## config.mk

```make
export PLATFORM = sky130hd
export DESIGN_NAME = plpsc_ctrl
export DESIGN_NICKNAME = d
export VERILOG_FILES = /design/src/verilog/plpsc_pkg.sv /design/src/verilog/plpsc_sync.sv /design/src/verilog/plpsc_delay.sv /design/src/verilog/plpsc_ctrl.sv
export SDC_FILE = /design/constraint.sdc
export NUM_CORES = 1
export LEC_CHECK = 0
export BUFFER_PORTS_ARGS = -buffer_cell sky130_fd_sc_hd__buf_2
export CORE_MARGIN = 3
export CORE_UTILIZATION = 40
export CTS_CLUSTER_SIZE = 30
export DETAILED_ROUTE_END_ITERATION = 6
export PLACE_DENSITY_LB_ADDON = 0.2
export SLEW_MARGIN = 40
export SYNTH_ARGS = -nofsm -noshare
export SYNTH_HDL_FRONTEND = slang
export SYNTH_SLANG_ARGS = --single-unit
```

## constraint.sdc

```tcl
create_clock -name mclk_i -period 3.5 [get_ports mclk_i]
set_clock_uncertainty 0.15 [all_clocks]
set_input_delay 0.35 -clock mclk_i [delete_from_list [all_inputs] [get_ports mclk_i]]
set_output_delay 0.35 -clock mclk_i [all_outputs]
set_load 0.02 [all_outputs]
```

## src/verilog/plpsc_pkg.sv

```systemverilog
package plpsc_pkg;

  localparam longint CLK_PERIOD_PS = 64'd4000;

  // link and sequencing times in ns
  localparam longint T_PPG_NS   = 64'd45000000;
  localparam longint T_CLKPR_NS = 64'd20000;
  localparam longint T_PGTRN_NS = 64'd20000000;
  localparam longint T_PGCFG_NS = 64'd100000000;
  localparam longint T_PGRES_NS = 64'd100100000;

  // least times round up, longest round down
  localparam int unsigned PPG_CYC   = 32'(T_PPG_NS * 1000 / CLK_PERIOD_PS);
  localparam int unsigned CLKPR_CYC = 32'((T_CLKPR_NS * 1000 + CLK_PERIOD_PS - 1) / CLK_PERIOD_PS);
  localparam int unsigned PGTRN_CYC = 32'((T_PGTRN_NS * 1000 + CLK_PERIOD_PS - 1) / CLK_PERIOD_PS);
  localparam int unsigned PGCFG_CYC = 32'((T_PGCFG_NS * 1000 + CLK_PERIOD_PS - 1) / CLK_PERIOD_PS);
  localparam int unsigned PGRES_CYC = 32'((T_PGRES_NS * 1000 + CLK_PERIOD_PS - 1) / CLK_PERIOD_PS);

  // register byte offsets
  localparam logic [7:0] OFS_CTRL   = 8'h00;
  localparam logic [7:0] OFS_PMCSR  = 8'h04;
  localparam logic [7:0] OFS_CMD    = 8'h08;
  localparam logic [7:0] OFS_LAT    = 8'h0c;
  localparam logic [7:0] OFS_STATUS = 8'h10;

  // field positions
  localparam int unsigned CTRL_ASPM_LSB = 0;
  localparam int unsigned CTRL_PME_BIT  = 2;
  localparam int unsigned CTRL_WAKE_BIT = 3;
  localparam int unsigned CMD_IO_BIT    = 0;
  localparam int unsigned CMD_MEM_BIT   = 1;
  localparam int unsigned LAT_L1_LSB    = 16;

  // reset values and codes
  localparam logic [1:0] ASPM_RST = 2'h0;
  localparam logic [1:0] PS_D0    = 2'h0;
  localparam logic [1:0] PS_D3    = 2'h3;

  typedef enum logic [3:0] {
    FULL_POWER_UNINITIALISED = 4'h1,
    FULL_POWER_ACTIVE        = 4'h2,
    DSTATE_D3                = 4'h4,
    HELD_IN_RESET_STATE      = 4'h8
  } plpsc_dstate_t;

  typedef enum logic [4:0] {
    LINK_L0  = 5'h01,
    LINK_L0S = 5'h02,
    LINK_L1  = 5'h04,
    LINK_L2  = 5'h08,
    LINK_L3  = 5'h10
  } plpsc_lstate_t;

  typedef struct packed {
    logic internal_link_power_ok;
    logic phy_reset;
    logic link_train;
    logic cfg_accept;
    logic cfg_resp;
  } plpsc_seq_t;

endpackage

```

## src/verilog/plpsc_sync.sv

```systemverilog
`timescale 1ns/1ps
`default_nettype none
module plpsc_sync #(
  parameter int unsigned W = 1
) (
  input  wire logic         mclk_i,
  input  wire logic         rst_n_i,
  input  wire logic [W-1:0] d_i,
  output logic      [W-1:0] q_o
);

  logic [W-1:0] meta_r;
  logic [W-1:0] q_r;

  if (W < 1)
  begin : g_chk
    $error("plpsc_sync: W must be at least 1");
  end

  always_ff @(posedge mclk_i)
  begin
    if (!rst_n_i)
    begin
      meta_r <= '0;
      q_r    <= '0;
    end
    else
    begin
      meta_r <= d_i;
      q_r    <= meta_r;
    end
  end

  assign q_o = q_r;

endmodule
`default_nettype wire

```

## src/verilog/plpsc_delay.sv

```systemverilog
`timescale 1ns/1ps
`default_nettype none
module plpsc_delay #(
  parameter int unsigned CYC = 1
) (
  input  wire logic mclk_i,
  input  wire logic rst_n_i,
  input  wire logic run_i,
  output logic      done_o
);

  localparam int unsigned CW = $clog2(CYC + 1);

  logic [CW-1:0] cnt_r;
  logic          done_r;
  wire logic     at_end;

  if (CYC < 1)
  begin : g_chk
    $error("plpsc_delay: CYC must be at least 1");
  end

  // done rises CYC edges after run rises
  assign at_end = (cnt_r == CW'(CYC - 1));

  always_ff @(posedge mclk_i)
  begin
    if (!rst_n_i || !run_i)
    begin
      cnt_r  <= '0;
      done_r <= 1'b0;
    end
    else
    begin
      if (!done_r)
        cnt_r <= cnt_r + 1'b1;
      done_r <= done_r | at_end;
    end
  end

  assign done_o = done_r;

endmodule
`default_nettype wire

```

## src/verilog/plpsc_ctrl.sv

```systemverilog
// Contract
// D0 states hold link in L0
// L0s used in both D0 states when idle
// L1 after long idle; L1 in D3
// reset from D3 with PME uses L2
// other reset entries use L3
// ASPM field resets to 00 each reset
// idle beyond L0s latency enters L0s
// L0s held for L1 latency enters L1
// power-state write 11 moves to D3
// host writes 00 to leave D3
// access enable write activates function
// host may delay enable; stay uninitialised
// LAN power good after supplies, osc, delay
// host keeps refclock, power stable before release; host model raises refclock stable 3 cycles after release
// internal power ok after clock and delay
// link training after training delay
// config accept and response after delays
// reset pin low enters reset state
// reset pin release enters uninitialised
// power ok rise resets PHY, stops wake
// traffic restarts idle timers, returns L0
// enables ignored in D3
`timescale 1ns/1ps
`default_nettype none
module plpsc_ctrl #(
  parameter int unsigned LAT_W     = 16,
  parameter int unsigned PPG_CYC   = plpsc_pkg::PPG_CYC,
  parameter int unsigned CLKPR_CYC = plpsc_pkg::CLKPR_CYC,
  parameter int unsigned PGTRN_CYC = plpsc_pkg::PGTRN_CYC,
  parameter int unsigned PGCFG_CYC = plpsc_pkg::PGCFG_CYC,
  parameter int unsigned PGRES_CYC = plpsc_pkg::PGRES_CYC
) (
  input  wire logic                 mclk_i,
  input  wire logic                 rst_n_i,
  input  wire logic                 hsel_i,
  input  wire logic [31:0]          haddr_i,
  input  wire logic [1:0]           htrans_i,
  input  wire logic                 hwrite_i,
  input  wire logic [2:0]           hsize_i,
  input  wire logic [31:0]          hwdata_i,
  input  wire logic                 hready_i,
  output logic      [31:0]          hrdata_o,
  output logic                      hreadyout_o,
  output logic                      hresp_o,
  input  wire logic                 host_fundamental_reset_n_i,
  input  wire logic                 supplies_good_i,
  input  wire logic                 osc_stable_i,
  input  wire logic                 pcie_clk_stable_i,
  input  wire logic [LAT_W-1:0]     idle_to_standby_latency_i,
  input  wire logic [LAT_W-1:0]     standby_to_sleep_latency_i,
  input  wire logic                 link_traffic_i,
  output logic                      lan_power_good_o,
  output plpsc_pkg::plpsc_seq_t     seq_o,
  output plpsc_pkg::plpsc_dstate_t  dstate_o,
  output plpsc_pkg::plpsc_lstate_t  lstate_o,
  output logic                      link_ready_o,
  output logic                      phy_full_power_o,
  output logic                      wake_enable_o
);

  if (LAT_W < 1 || LAT_W > 16)
  begin : g_chk
    $error("plpsc_ctrl: LAT_W must be 1 to 16");
  end

  ////////////////////////////////////////////////////////////////////////////
  // pin synchronisers and reset edge

  wire logic [3:0] pins_s;
  wire logic       hrst_s;
  wire logic       supply_s;
  wire logic       osc_s;
  wire logic       clk_ok_s;
  logic            hrst_prev_r;
  wire logic       hrst_rise;
  wire logic       cfg_rst;

  plpsc_sync #(
    .W (4)
  ) u_sync (
    .mclk_i  (mclk_i),
    .rst_n_i (rst_n_i),
    .d_i     ({host_fundamental_reset_n_i, supplies_good_i, osc_stable_i, pcie_clk_stable_i}),
    .q_o     (pins_s)
  );

  assign hrst_s    = pins_s[3];
  assign supply_s  = pins_s[2];
  assign osc_s     = pins_s[1];
  assign clk_ok_s  = pins_s[0];
  assign hrst_rise = hrst_s & ~hrst_prev_r;
  assign cfg_rst   = ~rst_n_i | ~hrst_s;

  ////////////////////////////////////////////////////////////////////////////
  // bus slave

  logic [7:0]  dph_addr_r;
  logic        dph_wr_r;
  logic [31:0] hrdata_r;
  wire logic   aph;
  wire logic   wr_ctrl;
  wire logic   wr_pmcsr;
  wire logic   wr_cmd;
  wire logic [31:0] rd_word;

  logic [1:0]  aspm_r;
  logic        pme_en_r;
  logic        wake_en_r;
  logic        io_en_r;
  logic        mem_en_r;

  assign aph      = hsel_i & htrans_i[1] & hready_i;
  assign wr_ctrl  = dph_wr_r & (dph_addr_r == plpsc_pkg::OFS_CTRL);
  assign wr_pmcsr = dph_wr_r & (dph_addr_r == plpsc_pkg::OFS_PMCSR);
  assign wr_cmd   = dph_wr_r & (dph_addr_r == plpsc_pkg::OFS_CMD);

  always_ff @(posedge mclk_i)
  begin
    if (!rst_n_i)
    begin
      dph_addr_r <= 8'h00;
      dph_wr_r   <= 1'b0;
      hrdata_r   <= 32'h0000_0000;
    end
    else
    begin
      dph_addr_r <= haddr_i[7:0];
      dph_wr_r   <= aph & hwrite_i;
      if (aph && !hwrite_i)
        hrdata_r <= rd_word;
    end
  end

  assign hrdata_o    = hrdata_r;
  assign hreadyout_o = 1'b1;
  assign hresp_o     = 1'b0;

  ////////////////////////////////////////////////////////////////////////////
  // function power state

  plpsc_pkg::plpsc_dstate_t dstate_r;
  plpsc_pkg::plpsc_dstate_t dstate_nxt;
  logic                     go_l2_r;
  wire logic                in_d0;
  wire logic                ps_d3_wr;
  wire logic                ps_d0_wr;
  wire logic                en_wr;

  assign in_d0    = (dstate_r == plpsc_pkg::FULL_POWER_UNINITIALISED) |
                    (dstate_r == plpsc_pkg::FULL_POWER_ACTIVE);
  assign ps_d3_wr = wr_pmcsr & (hwdata_i[1:0] == plpsc_pkg::PS_D3) & in_d0;
  assign ps_d0_wr = wr_pmcsr & (hwdata_i[1:0] == plpsc_pkg::PS_D0) &
                    (dstate_r == plpsc_pkg::DSTATE_D3);
  assign en_wr    = wr_cmd & (hwdata_i[plpsc_pkg::CMD_IO_BIT] |
                    hwdata_i[plpsc_pkg::CMD_MEM_BIT]);

  always_comb
  begin
    dstate_nxt = dstate_r;
    if (!hrst_s)
      dstate_nxt = plpsc_pkg::HELD_IN_RESET_STATE;
    else
      unique case (dstate_r)
        plpsc_pkg::HELD_IN_RESET_STATE:
          if (hrst_rise)
            dstate_nxt = plpsc_pkg::FULL_POWER_UNINITIALISED;
        plpsc_pkg::FULL_POWER_UNINITIALISED:
          if (ps_d3_wr)
            dstate_nxt = plpsc_pkg::DSTATE_D3;
          else if (en_wr)
            dstate_nxt = plpsc_pkg::FULL_POWER_ACTIVE;
        plpsc_pkg::FULL_POWER_ACTIVE:
          if (ps_d3_wr)
            dstate_nxt = plpsc_pkg::DSTATE_D3;
        plpsc_pkg::DSTATE_D3:
          if (ps_d0_wr)
            dstate_nxt = plpsc_pkg::FULL_POWER_UNINITIALISED;
        default:
          dstate_nxt = plpsc_pkg::HELD_IN_RESET_STATE;
      endcase
  end

  always_ff @(posedge mclk_i)
  begin
    if (!rst_n_i)
    begin
      dstate_r    <= plpsc_pkg::HELD_IN_RESET_STATE;
      go_l2_r     <= 1'b0;
      hrst_prev_r <= 1'b0;
    end
    else
    begin
      dstate_r    <= dstate_nxt;
      hrst_prev_r <= hrst_s;
      if (dstate_nxt == plpsc_pkg::HELD_IN_RESET_STATE &&
          dstate_r != plpsc_pkg::HELD_IN_RESET_STATE)
        go_l2_r <= (dstate_r == plpsc_pkg::DSTATE_D3) & pme_en_r;
    end
  end

  ////////////////////////////////////////////////////////////////////////////
  // configuration registers

  always_ff @(posedge mclk_i)
  begin
    if (cfg_rst)
    begin
      aspm_r   <= plpsc_pkg::ASPM_RST;
      io_en_r  <= 1'b0;
      mem_en_r <= 1'b0;
    end
    else
    begin
      if (wr_ctrl)
        aspm_r <= hwdata_i[plpsc_pkg::CTRL_ASPM_LSB +: 2];
      if (wr_cmd)
      begin
        io_en_r  <= hwdata_i[plpsc_pkg::CMD_IO_BIT];
        mem_en_r <= hwdata_i[plpsc_pkg::CMD_MEM_BIT];
      end
    end
  end

  ////////////////////////////////////////////////////////////////////////////
  // link power state and idle timer

  plpsc_pkg::plpsc_lstate_t lstate_r;
  plpsc_pkg::plpsc_lstate_t lstate_nxt;
  logic [LAT_W-1:0]         idle_cnt_r;
  wire logic                idle_max;
  wire logic                l0s_hit;
  wire logic                l1_hit;
  wire logic                idle_clr;

  assign idle_max = &idle_cnt_r;
  assign l0s_hit  = aspm_r[0] & (idle_cnt_r > idle_to_standby_latency_i) & ~link_traffic_i;
  assign l1_hit   = aspm_r[1] & (idle_cnt_r >= standby_to_sleep_latency_i) & ~link_traffic_i;
  assign idle_clr = link_traffic_i | (lstate_nxt != lstate_r) | ~in_d0;

  always_comb
  begin
    lstate_nxt = lstate_r;
    if (dstate_r == plpsc_pkg::HELD_IN_RESET_STATE)
      lstate_nxt = go_l2_r ? plpsc_pkg::LINK_L2 : plpsc_pkg::LINK_L3;
    else if (dstate_r == plpsc_pkg::DSTATE_D3)
      lstate_nxt = plpsc_pkg::LINK_L1;
    else
      unique case (lstate_r)
        plpsc_pkg::LINK_L0:
          if (l0s_hit)
            lstate_nxt = plpsc_pkg::LINK_L0S;
        plpsc_pkg::LINK_L0S:
          if (link_traffic_i)
            lstate_nxt = plpsc_pkg::LINK_L0;
          else if (l1_hit)
            lstate_nxt = plpsc_pkg::LINK_L1;
        plpsc_pkg::LINK_L1:
          if (link_traffic_i || !aspm_r[1])
            lstate_nxt = plpsc_pkg::LINK_L0;
        default:
          lstate_nxt = plpsc_pkg::LINK_L0;
      endcase
  end

  always_ff @(posedge mclk_i)
  begin
    if (!rst_n_i)
    begin
      lstate_r   <= plpsc_pkg::LINK_L3;
      idle_cnt_r <= '0;
    end
    else
    begin
      lstate_r <= lstate_nxt;
      if (idle_clr)
        idle_cnt_r <= '0;
      else if (!idle_max)
        idle_cnt_r <= idle_cnt_r + 1'b1;
    end
  end

  assign link_ready_o = in_d0 & (lstate_r == plpsc_pkg::LINK_L0);

  ////////////////////////////////////////////////////////////////////////////
  // power-up and reset release sequencing

  wire logic lan_done;
  wire logic pg_done;
  logic      lan_pg_r;
  logic      int_pg_r;
  logic      phy_rst_r;
  logic      phy_full_r;
  wire logic pg_rise;

  plpsc_delay #(.CYC (PPG_CYC)) u_lan_dly (
    .mclk_i  (mclk_i),
    .rst_n_i (rst_n_i),
    .run_i   (supply_s & osc_s),
    .done_o  (lan_done)
  );

  plpsc_delay #(.CYC (CLKPR_CYC)) u_pg_dly (
    .mclk_i  (mclk_i),
    .rst_n_i (rst_n_i),
    .run_i   (hrst_s),
    .done_o  (pg_done)
  );

  plpsc_delay #(.CYC (PGTRN_CYC)) u_trn_dly (
    .mclk_i  (mclk_i),
    .rst_n_i (rst_n_i),
    .run_i   (hrst_s),
    .done_o  (seq_o.link_train)
  );

  plpsc_delay #(.CYC (PGCFG_CYC)) u_cfg_dly (
    .mclk_i  (mclk_i),
    .rst_n_i (rst_n_i),
    .run_i   (hrst_s),
    .done_o  (seq_o.cfg_accept)
  );

  plpsc_delay #(.CYC (PGRES_CYC)) u_res_dly (
    .mclk_i  (mclk_i),
    .rst_n_i (rst_n_i),
    .run_i   (hrst_s),
    .done_o  (seq_o.cfg_resp)
  );

  assign pg_rise = pg_done & clk_ok_s & ~int_pg_r;

  always_ff @(posedge mclk_i)
  begin
    if (!rst_n_i)
    begin
      lan_pg_r   <= 1'b0;
      int_pg_r   <= 1'b0;
      phy_rst_r  <= 1'b0;
      wake_en_r  <= 1'b0;
      pme_en_r   <= 1'b0;
      phy_full_r <= 1'b0;
    end
    else
    begin
      lan_pg_r  <= lan_done & supply_s;
      int_pg_r  <= pg_done & clk_ok_s;
      phy_rst_r <= pg_rise;
      if (pg_rise)
        wake_en_r <= 1'b0;
      else if (wr_ctrl)
        wake_en_r <= hwdata_i[plpsc_pkg::CTRL_WAKE_BIT];
      if (wr_ctrl)
        pme_en_r <= hwdata_i[plpsc_pkg::CTRL_PME_BIT];
      if (dstate_r == plpsc_pkg::FULL_POWER_UNINITIALISED &&
          dstate_nxt == plpsc_pkg::FULL_POWER_ACTIVE)
        phy_full_r <= 1'b1;
      else if (dstate_nxt == plpsc_pkg::DSTATE_D3 ||
               dstate_nxt == plpsc_pkg::HELD_IN_RESET_STATE)
        phy_full_r <= 1'b0;
    end
  end

  assign lan_power_good_o             = lan_pg_r;
  assign seq_o.internal_link_power_ok = int_pg_r;
  assign seq_o.phy_reset              = phy_rst_r;
  assign wake_enable_o                = wake_en_r;
  assign phy_full_power_o             = phy_full_r;
  assign dstate_o                     = dstate_r;
  assign lstate_o                     = lstate_r;

  ////////////////////////////////////////////////////////////////////////////
  // read mux

  wire logic [1:0]  ps_field;
  wire logic [31:0] status_word;

  assign ps_field    = (dstate_r == plpsc_pkg::DSTATE_D3) ? plpsc_pkg::PS_D3 : plpsc_pkg::PS_D0;
  assign status_word = {18'h0, seq_o, lstate_r, dstate_r};
  assign rd_word     =
    (haddr_i[7:0] == plpsc_pkg::OFS_CTRL)   ? {28'h0, wake_en_r, pme_en_r, aspm_r} :
    (haddr_i[7:0] == plpsc_pkg::OFS_PMCSR)  ? {30'h0, ps_field} :
    (haddr_i[7:0] == plpsc_pkg::OFS_CMD)    ? {30'h0, mem_en_r, io_en_r} :
    (haddr_i[7:0] == plpsc_pkg::OFS_LAT)    ? {16'(standby_to_sleep_latency_i),
                                               16'(idle_to_standby_latency_i)} :
    (haddr_i[7:0] == plpsc_pkg::OFS_STATUS) ? status_word : 32'h0000_0000;

endmodule
`default_nettype wire

```

==> results by group, run 1 <==
Synth
  • Top-count cell post-synth: dfxtp_1
  • Ranking of synthesized cells by area: dfxtp_1 42%, xor2_1 7.4%, nor2_1 6.0%
  • Post-synth EDFFs: 0
  • Ys Warns: 0
  • Biggest area consumer among synthesized cells: dfxtp_1
  • Seq/Total Area, Yosys: 0.4224
  • Ys async rst share: 0
  • FF+latch count, synth: 201
  • Syn Nets: ~1300
  • Synth Flop Type: dfxtp_1
  • Synth top area share: 0.4224
  • Synth Instances: between 1000 and 1500
  • Avg Inst Size Synth: roughly 8.6 um^2
  • Synth cell types: 60
  • Top cells by count, synth: 201 x dfxtp_1, 153 x nor2_1, 94 x nand2_1
  • Cell area after synthesis: 0.009525 mm^2

Detailed routing
  • Final wirelength: around 22 mm
  • Via count: 7908
  • Iter 0 DRT Violations: 454
  • WL/cell: approximately 14 um
  • Vias/cell: just over 5
  • Antenna Nets Post-Route: 0
  • Total iterations of the first detailed-routing run: 4
  • DRC viols: 0

Placed design
  • GP Congestion: 0.8035
  • Placed cell area: a little over 0.01 mm^2
  • Post-DP HPWL: 15.76 mm
  • PortBufs: ~100
  • Pre-CTS WS: between 0.7 and 0.8 ns

Floorplanning
  • Site Rows: between 50 and 60
  • Core area: ~0.023 mm^2
  • Io pins: around 160
  • Die Y: 160.3 um
  • Die area: between 0.02 and 0.03 mm^2
  • Die Wd: ~160 um
  • Starting Density: 0.4144

Layout
  • Area Growth Syn to Fin: 19.68%
  • Fill count: 2254
  • Area of the multi-input gates: 0.005101 mm^2
  • Final instance area: between 0.01 and 0.015 mm^2
  • Layout net count: around 1400
  • Flip-flop and latch area: 0.004024 mm^2
  • Number of antenna diodes: 0
  • Fraction of layout cells with a size suffix above 1: 0.1291

Pwr
  • Pwr Density: 428.8 mW/mm^2
  • Lkg Pwr: between 4 and 5 nW
  • Total power: 4.888 mW
  • Worst VDD drop: 0.0003338 V

Timing
  • Hold slack final: 0.03851 ns
  • Tmin final: 2.759 ns
  • RSZ-0062 raised after global routing: no
  • Fmax: about 360 MHz
  • Setup violators final: 0
  • Slew @ Worst Pin: approximately 0.69 ns
  • Setup TNS: 0 ns
  • Worst slew margin: 0.5412
  • Max-slew violation count: 0
  • Final Hold Vio Count: 0
  • Setup ws final: 0.7413 ns
  • Crit share post-route: 0.7882

Worst setup path
  • Required @ worst endpoint: around 3.7 ns
  • CP Capture Type: flip-flop
  • Crit-path max FO: 16
  • Reg2Reg Setup Slack: a little under 0.9 ns
  • Crit start category: primary input
  • Kind of critical path: primary input to flip-flop
  • Worst Path Arrival: between 2 and 3 ns

Clock network
  • CTS tree: done
  • Post-CTS Repair Setup Buffers: 0
  • CTS clk-pin slew, worst paths: approximately 0.060 ns
  • Worst skew pair latency: roughly 0.5 ns
  • Clk sink count: about 200
  • Post_cts resized: 0
  • Root Driver: clkbuf_16
  • CTS Buf Count: 23
  • Hold Buf Count CTS: 35
  • CTS HTree Levels: 1
  • Clock buffer depth: 3

Global routing
  • Gr ovfl total: 0
  • Overall Global Routing Usage: 0.1701
  • Vias in the first global route: about 7500
  • Global-route wire length before repair: about 38 mm
  • Largest net degree at the start of global routing: 50
  • Initial antenna violation count: 0

Job
  • Max-cap violations: 0

Hold path
  • Hold crit path type: primary input to flip-flop

Outcome
  • Outcome: finished, final reports clean
[state kept, by name (all words and copies together) (netlist names), 2 cells and up]
name / count
aspm_r: 2
dph_addr_r: 8
dstate_o: 4
hrdata_o: 32
idle_cnt_r: 16
lstate_o: 5
u_cfg_dly.cnt_r: 25
u_lan_dly.cnt_r: 24
u_pg_dly.cnt_r: 13
u_res_dly.cnt_r: 25
u_sync.meta_r: 4
u_sync.q_o: 4
u_trn_dly.cnt_r: 23
[routing by layer]
metal | wire, um | global-route usage
met1 | 11300 | 0.2439
met2 | 9850 | 0.2724
met3 | 826 | 0.02837
met4 | 365 | 0.03195
met5 | 0 | 0
[worst paths after layout]
kind / from / endpoint / cells past startpoint
setup / recovery: standby_to_sleep_latency_i[13] / idle_cnt_r[2] / 10
setup reg to reg: idle_cnt_r[15] / idle_cnt_r[2] / 7
hold reg to reg: u_sync.meta_r[2] / u_sync.q_o[2] / 1
hold / removal: haddr_i[2] / dph_addr_r[2] / 2
[cell families after synthesis]
kind of cell	count (synthesis)	share of synthesized area
other	2	0.0007884
adders and majority gates	38	0.04992
and+or+nand+nor	520	0.2785
AOI/OAI and AO/OA	131	0.09221
xor gates and xnor gates	107	0.09838
DFF	201	0.4224
buffers and inverters	99	0.04308
muxes	14	0.01471
[layout by cell type (no fill, tap or decap), types with 10 or more instances in the layout]
master,Yosys,final
inv_1,46,46
nand4_1,40,40
ha_1,38,38
xnor2_1,27,27
clkbuf_16,0,23
and3_1,29,29
o21ai_0,31,31
a22oi_1,12,12
nor4_1,10,10
nand2_1,94,93
and2_1,35,35
buf_2,4,104
nand3_1,76,76
nor2b_1,13,12
nor2_1,153,153
xor2_1,80,80
a21oi_1,26,26
dlygate4sd3_1,0,35
and4_1,10,10
nor3_1,13,12
a21boi_0,20,20
dfxtp_1,201,201
mux2i_1,14,14
[where the power goes]
group / switching (mW) / internal, mW
Combinational: 0.0923 / 0.0811
Clock: 0.910 / 1.50
Sequential: 0.00832 / 2.30
[per-stage QoR]
stage | std cells | utilization
floorplan | 1112 | -
global placement | 1485 | 0.4469
detailed placement | 1485 | 0.4469
CTS | 1560 | 0.4958
global route | 1560 | 0.4960
finish | 1560 | 0.4960
[area by class of cell]
type,instances,area share
well taps,313,0.03435
clock inverters,7,0.007793
repair buffers,148,0.08232
clock buffers,33,0.05993
inverters,46,0.01515
flip-flops and latches,201,0.3530
multi-input cells,812,0.4475
[worst max-delay path, cell delays in order]
cell,delay (ns)
dlygate4sd3_1,0.53
buf_2,0.13
inv_1,0.04
ha_1,0.29
nand4_1,0.11
or3_1,0.42
a311oi_1,0.31
o31ai_1,0.19
o2111ai_4,0.48
nor3_1,0.11
Power figures use the tool's default switching activity.
==> inputs of run 2 (changes only) <==
==> constraint.sdc (replaced) <==
create_clock -name mclk_i -period 2.52 [get_ports mclk_i]
set_clock_uncertainty 0.15 [all_clocks]
set_input_delay 0.252 -clock mclk_i [delete_from_list [all_inputs] [get_ports mclk_i]]
set_output_delay 0.252 -clock mclk_i [all_outputs]
set_load 0.02 [all_outputs]
==> results by group, run 2 (synthesis gave the netlist of run 1 again) <==
Clock network
  • Worst skew pair latency: 0.50 ns
  • CTS Buf Count: 22
  • Clk sink count: between 200 and 250
  • Clock buffer depth: 3
  • CTS tree: done
  • CTS HTree Levels: 1
  • Root Driver: clkbuf_16
  • CTS clk-pin slew, worst paths: 0.06 ns

Pwr
  • Worst VDD drop: 0.0003622 V
  • Lkg Pwr: 4.739 nW
  • Total power: roughly 6.6 mW
  • Pwr Density: between 500 and 600 mW/mm^2

Floorplanning
  • Starting Density: 0.4144
  • Die Wd: between 150 and 200 um
  • Die Y: 160.3 um
  • Die area: ~0.026 mm^2
  • Core area: between 0.02 and 0.025 mm^2
  • Io pins: approximately 160
  • Site Rows: 55

Worst setup path
  • Critical-path cell list: dlygate4sd3_1 -> buf_2 -> inv_1 -> ha_4 -> nand2_4 -> or3_4 -> a311oi_4 -> o31ai_4 -> o2111ai_4 -> clkbuf_16 -> nor2_1
  • Crit-path max cell delay: about 0.52 ns
  • Worst Path Arrival: 2.70 ns
  • Worst Path Buf+Inv: 4
  • Kind of critical path: primary input to flip-flop
  • Required @ worst endpoint: roughly 2.8 ns
  • CP delay by family, top: buffers and inverters
  • Crit start category: primary input
  • CP Capture Type: flip-flop
  • Crit-path max FO: 8
  • Slowest library cell on the worst path: dlygate4sd3_1

Layout
  • Layout net count: 1425
  • Number of antenna diodes: 0
  • Area Growth Syn to Fin: 25.29%
  • Max FFs per register: 32
  • Final instance area: between 0.01 and 0.015 mm^2
  • Fraction of layout cells with a size suffix above 1: 0.1727
  • Finished Layout Cells: 1604
  • Commonest non-fill, non-tap cells in the layout: 194 x dfxtp_1, 153 x nor2_1, 98 x buf_2, 92 x nand2_1, 80 x xor2_1
  • Fill count: between 2000 and 2500
  • Commonest non-fill, non-tap cell in the layout: dfxtp_1

Timing
  • Setup violators final: 0
  • Max-slew violation count: 0
  • Fmax: just over 400 MHz
  • Slew @ Worst Pin: 0.7067 ns
  • Final Hold Vio Count: 0
  • Setup ws final: about 0.064 ns
  • Crit share post-route: 0.9746
  • Worst slew margin: 0.5289
  • Hold slack final: between 0.02 and 0.03 ns
  • Tmin final: 2.456 ns

Placed design
  • Post-DP HPWL: 16.40 mm
  • Pre-CTS WS: -0.2861 ns
  • Placed insts: 1532
  • Placed cell area: about 0.011 mm^2
  • PortBufs: approximately 100
  • GP Congestion: 0.8896

Hold path
  • Hold crit path type: primary input to flip-flop

Detailed routing
  • Total iterations of the first detailed-routing run: 7
  • Antenna Nets Post-Route: 0
  • WL/cell: 14.49 um
  • Via count: about 8100
  • Final wirelength: between 20 and 25 mm
  • Vias/cell: approximately 5.1
  • Iter 0 DRT Violations: between 400 and 500
  • DRC viols: 0

Global routing
  • Gr ovfl total: 0
  • Global-route wire length before repair: about 38 mm
  • Initial antenna violation count: 0
  • Overall Global Routing Usage: 0.1736
  • Largest net degree at the start of global routing: 36
  • Vias in the first global route: a little under 8000

Job
  • Max-cap violations: 0

Outcome
  • Outcome: finished, final reports clean
[run 2: stage by stage]
| step | util | TNS [ns] |
|---|---|---|
| floorplan | - | 0 |
| global placement | 0.4628 | -1.463 |
| finish | 0.5192 | 0 |
| CTS | 0.5110 | 0 |
| global route | 0.5192 | -0.0008673 |
| detailed placement | 0.4628 | -2.680 |
[run 2: path summary, 6_finish.rpt]
| check | to | cells past startpoint | slack (ns) | start |
|---|---|---|---|---|
| max | idle_cnt_r[3] | 11 | 0.06 | standby_to_sleep_latency_i[11] |
| min | hrdata_o[8] | 4 | 0.03 | idle_to_standby_latency_i[8] |
| max reg2reg | idle_cnt_r[3] | 9 | 0.07 | idle_cnt_r[11] |
| min reg2reg | u_sync.q_o[0] | 1 | 0.28 | u_sync.meta_r[0] |
[run 2: cell type report]
| class | instances | area, um^2 | share of cell area |
|---|---|---|---|
| clock buffer | 36 | 664.4 | 0.05567 |
| clock inverter | 3 | 40.04 | 0.003355 |
| inverter | 46 | 172.7 | 0.01447 |
| multi-input combinational | 812 | 5284 | 0.4428 |
| sequential | 201 | 4033 | 0.3379 |
| tap | 313 | 391.6 | 0.03282 |
| timing repair buffer | 193 | 1349 | 0.1130 |
[run 2: metal layers]
layer | global-route usage | up-vias | share of wire
met5 | 0 | - | 0
met4 | 0.04181 | 0 | 0.016
met3 | 0.03095 | 30 | 0.047
met2 | 0.2873 | 151 | 0.45
met1 | 0.2363 | 3783 | 0.48
li1 | - | 4170 | -
[run 2: tightest hold or removal path: cells and delay by family]
kind	cells	cell delay, ns
AO/OA/AOI/OAI	2	0.19
AND/OR/NAND/NOR	1	0.11
buffers and inverters	1	0.09
[run 2: power by group]
part	leakage (nW)	internal (mW)	switching (mW)
combinational	2.77	0.129	0.138
sequential	1.63	3.20	0.0104
clock	0.345	1.89	1.26
[run 2: what timing repair did]
item	in CTS	in global routing
hold buffers	37	0
cloned	0	1
resized for setup	2	34
setup endpoints to repair	16	17
buffers inserted	1	3
pin swaps	1	9
endpoints found under the hold margin	39	0
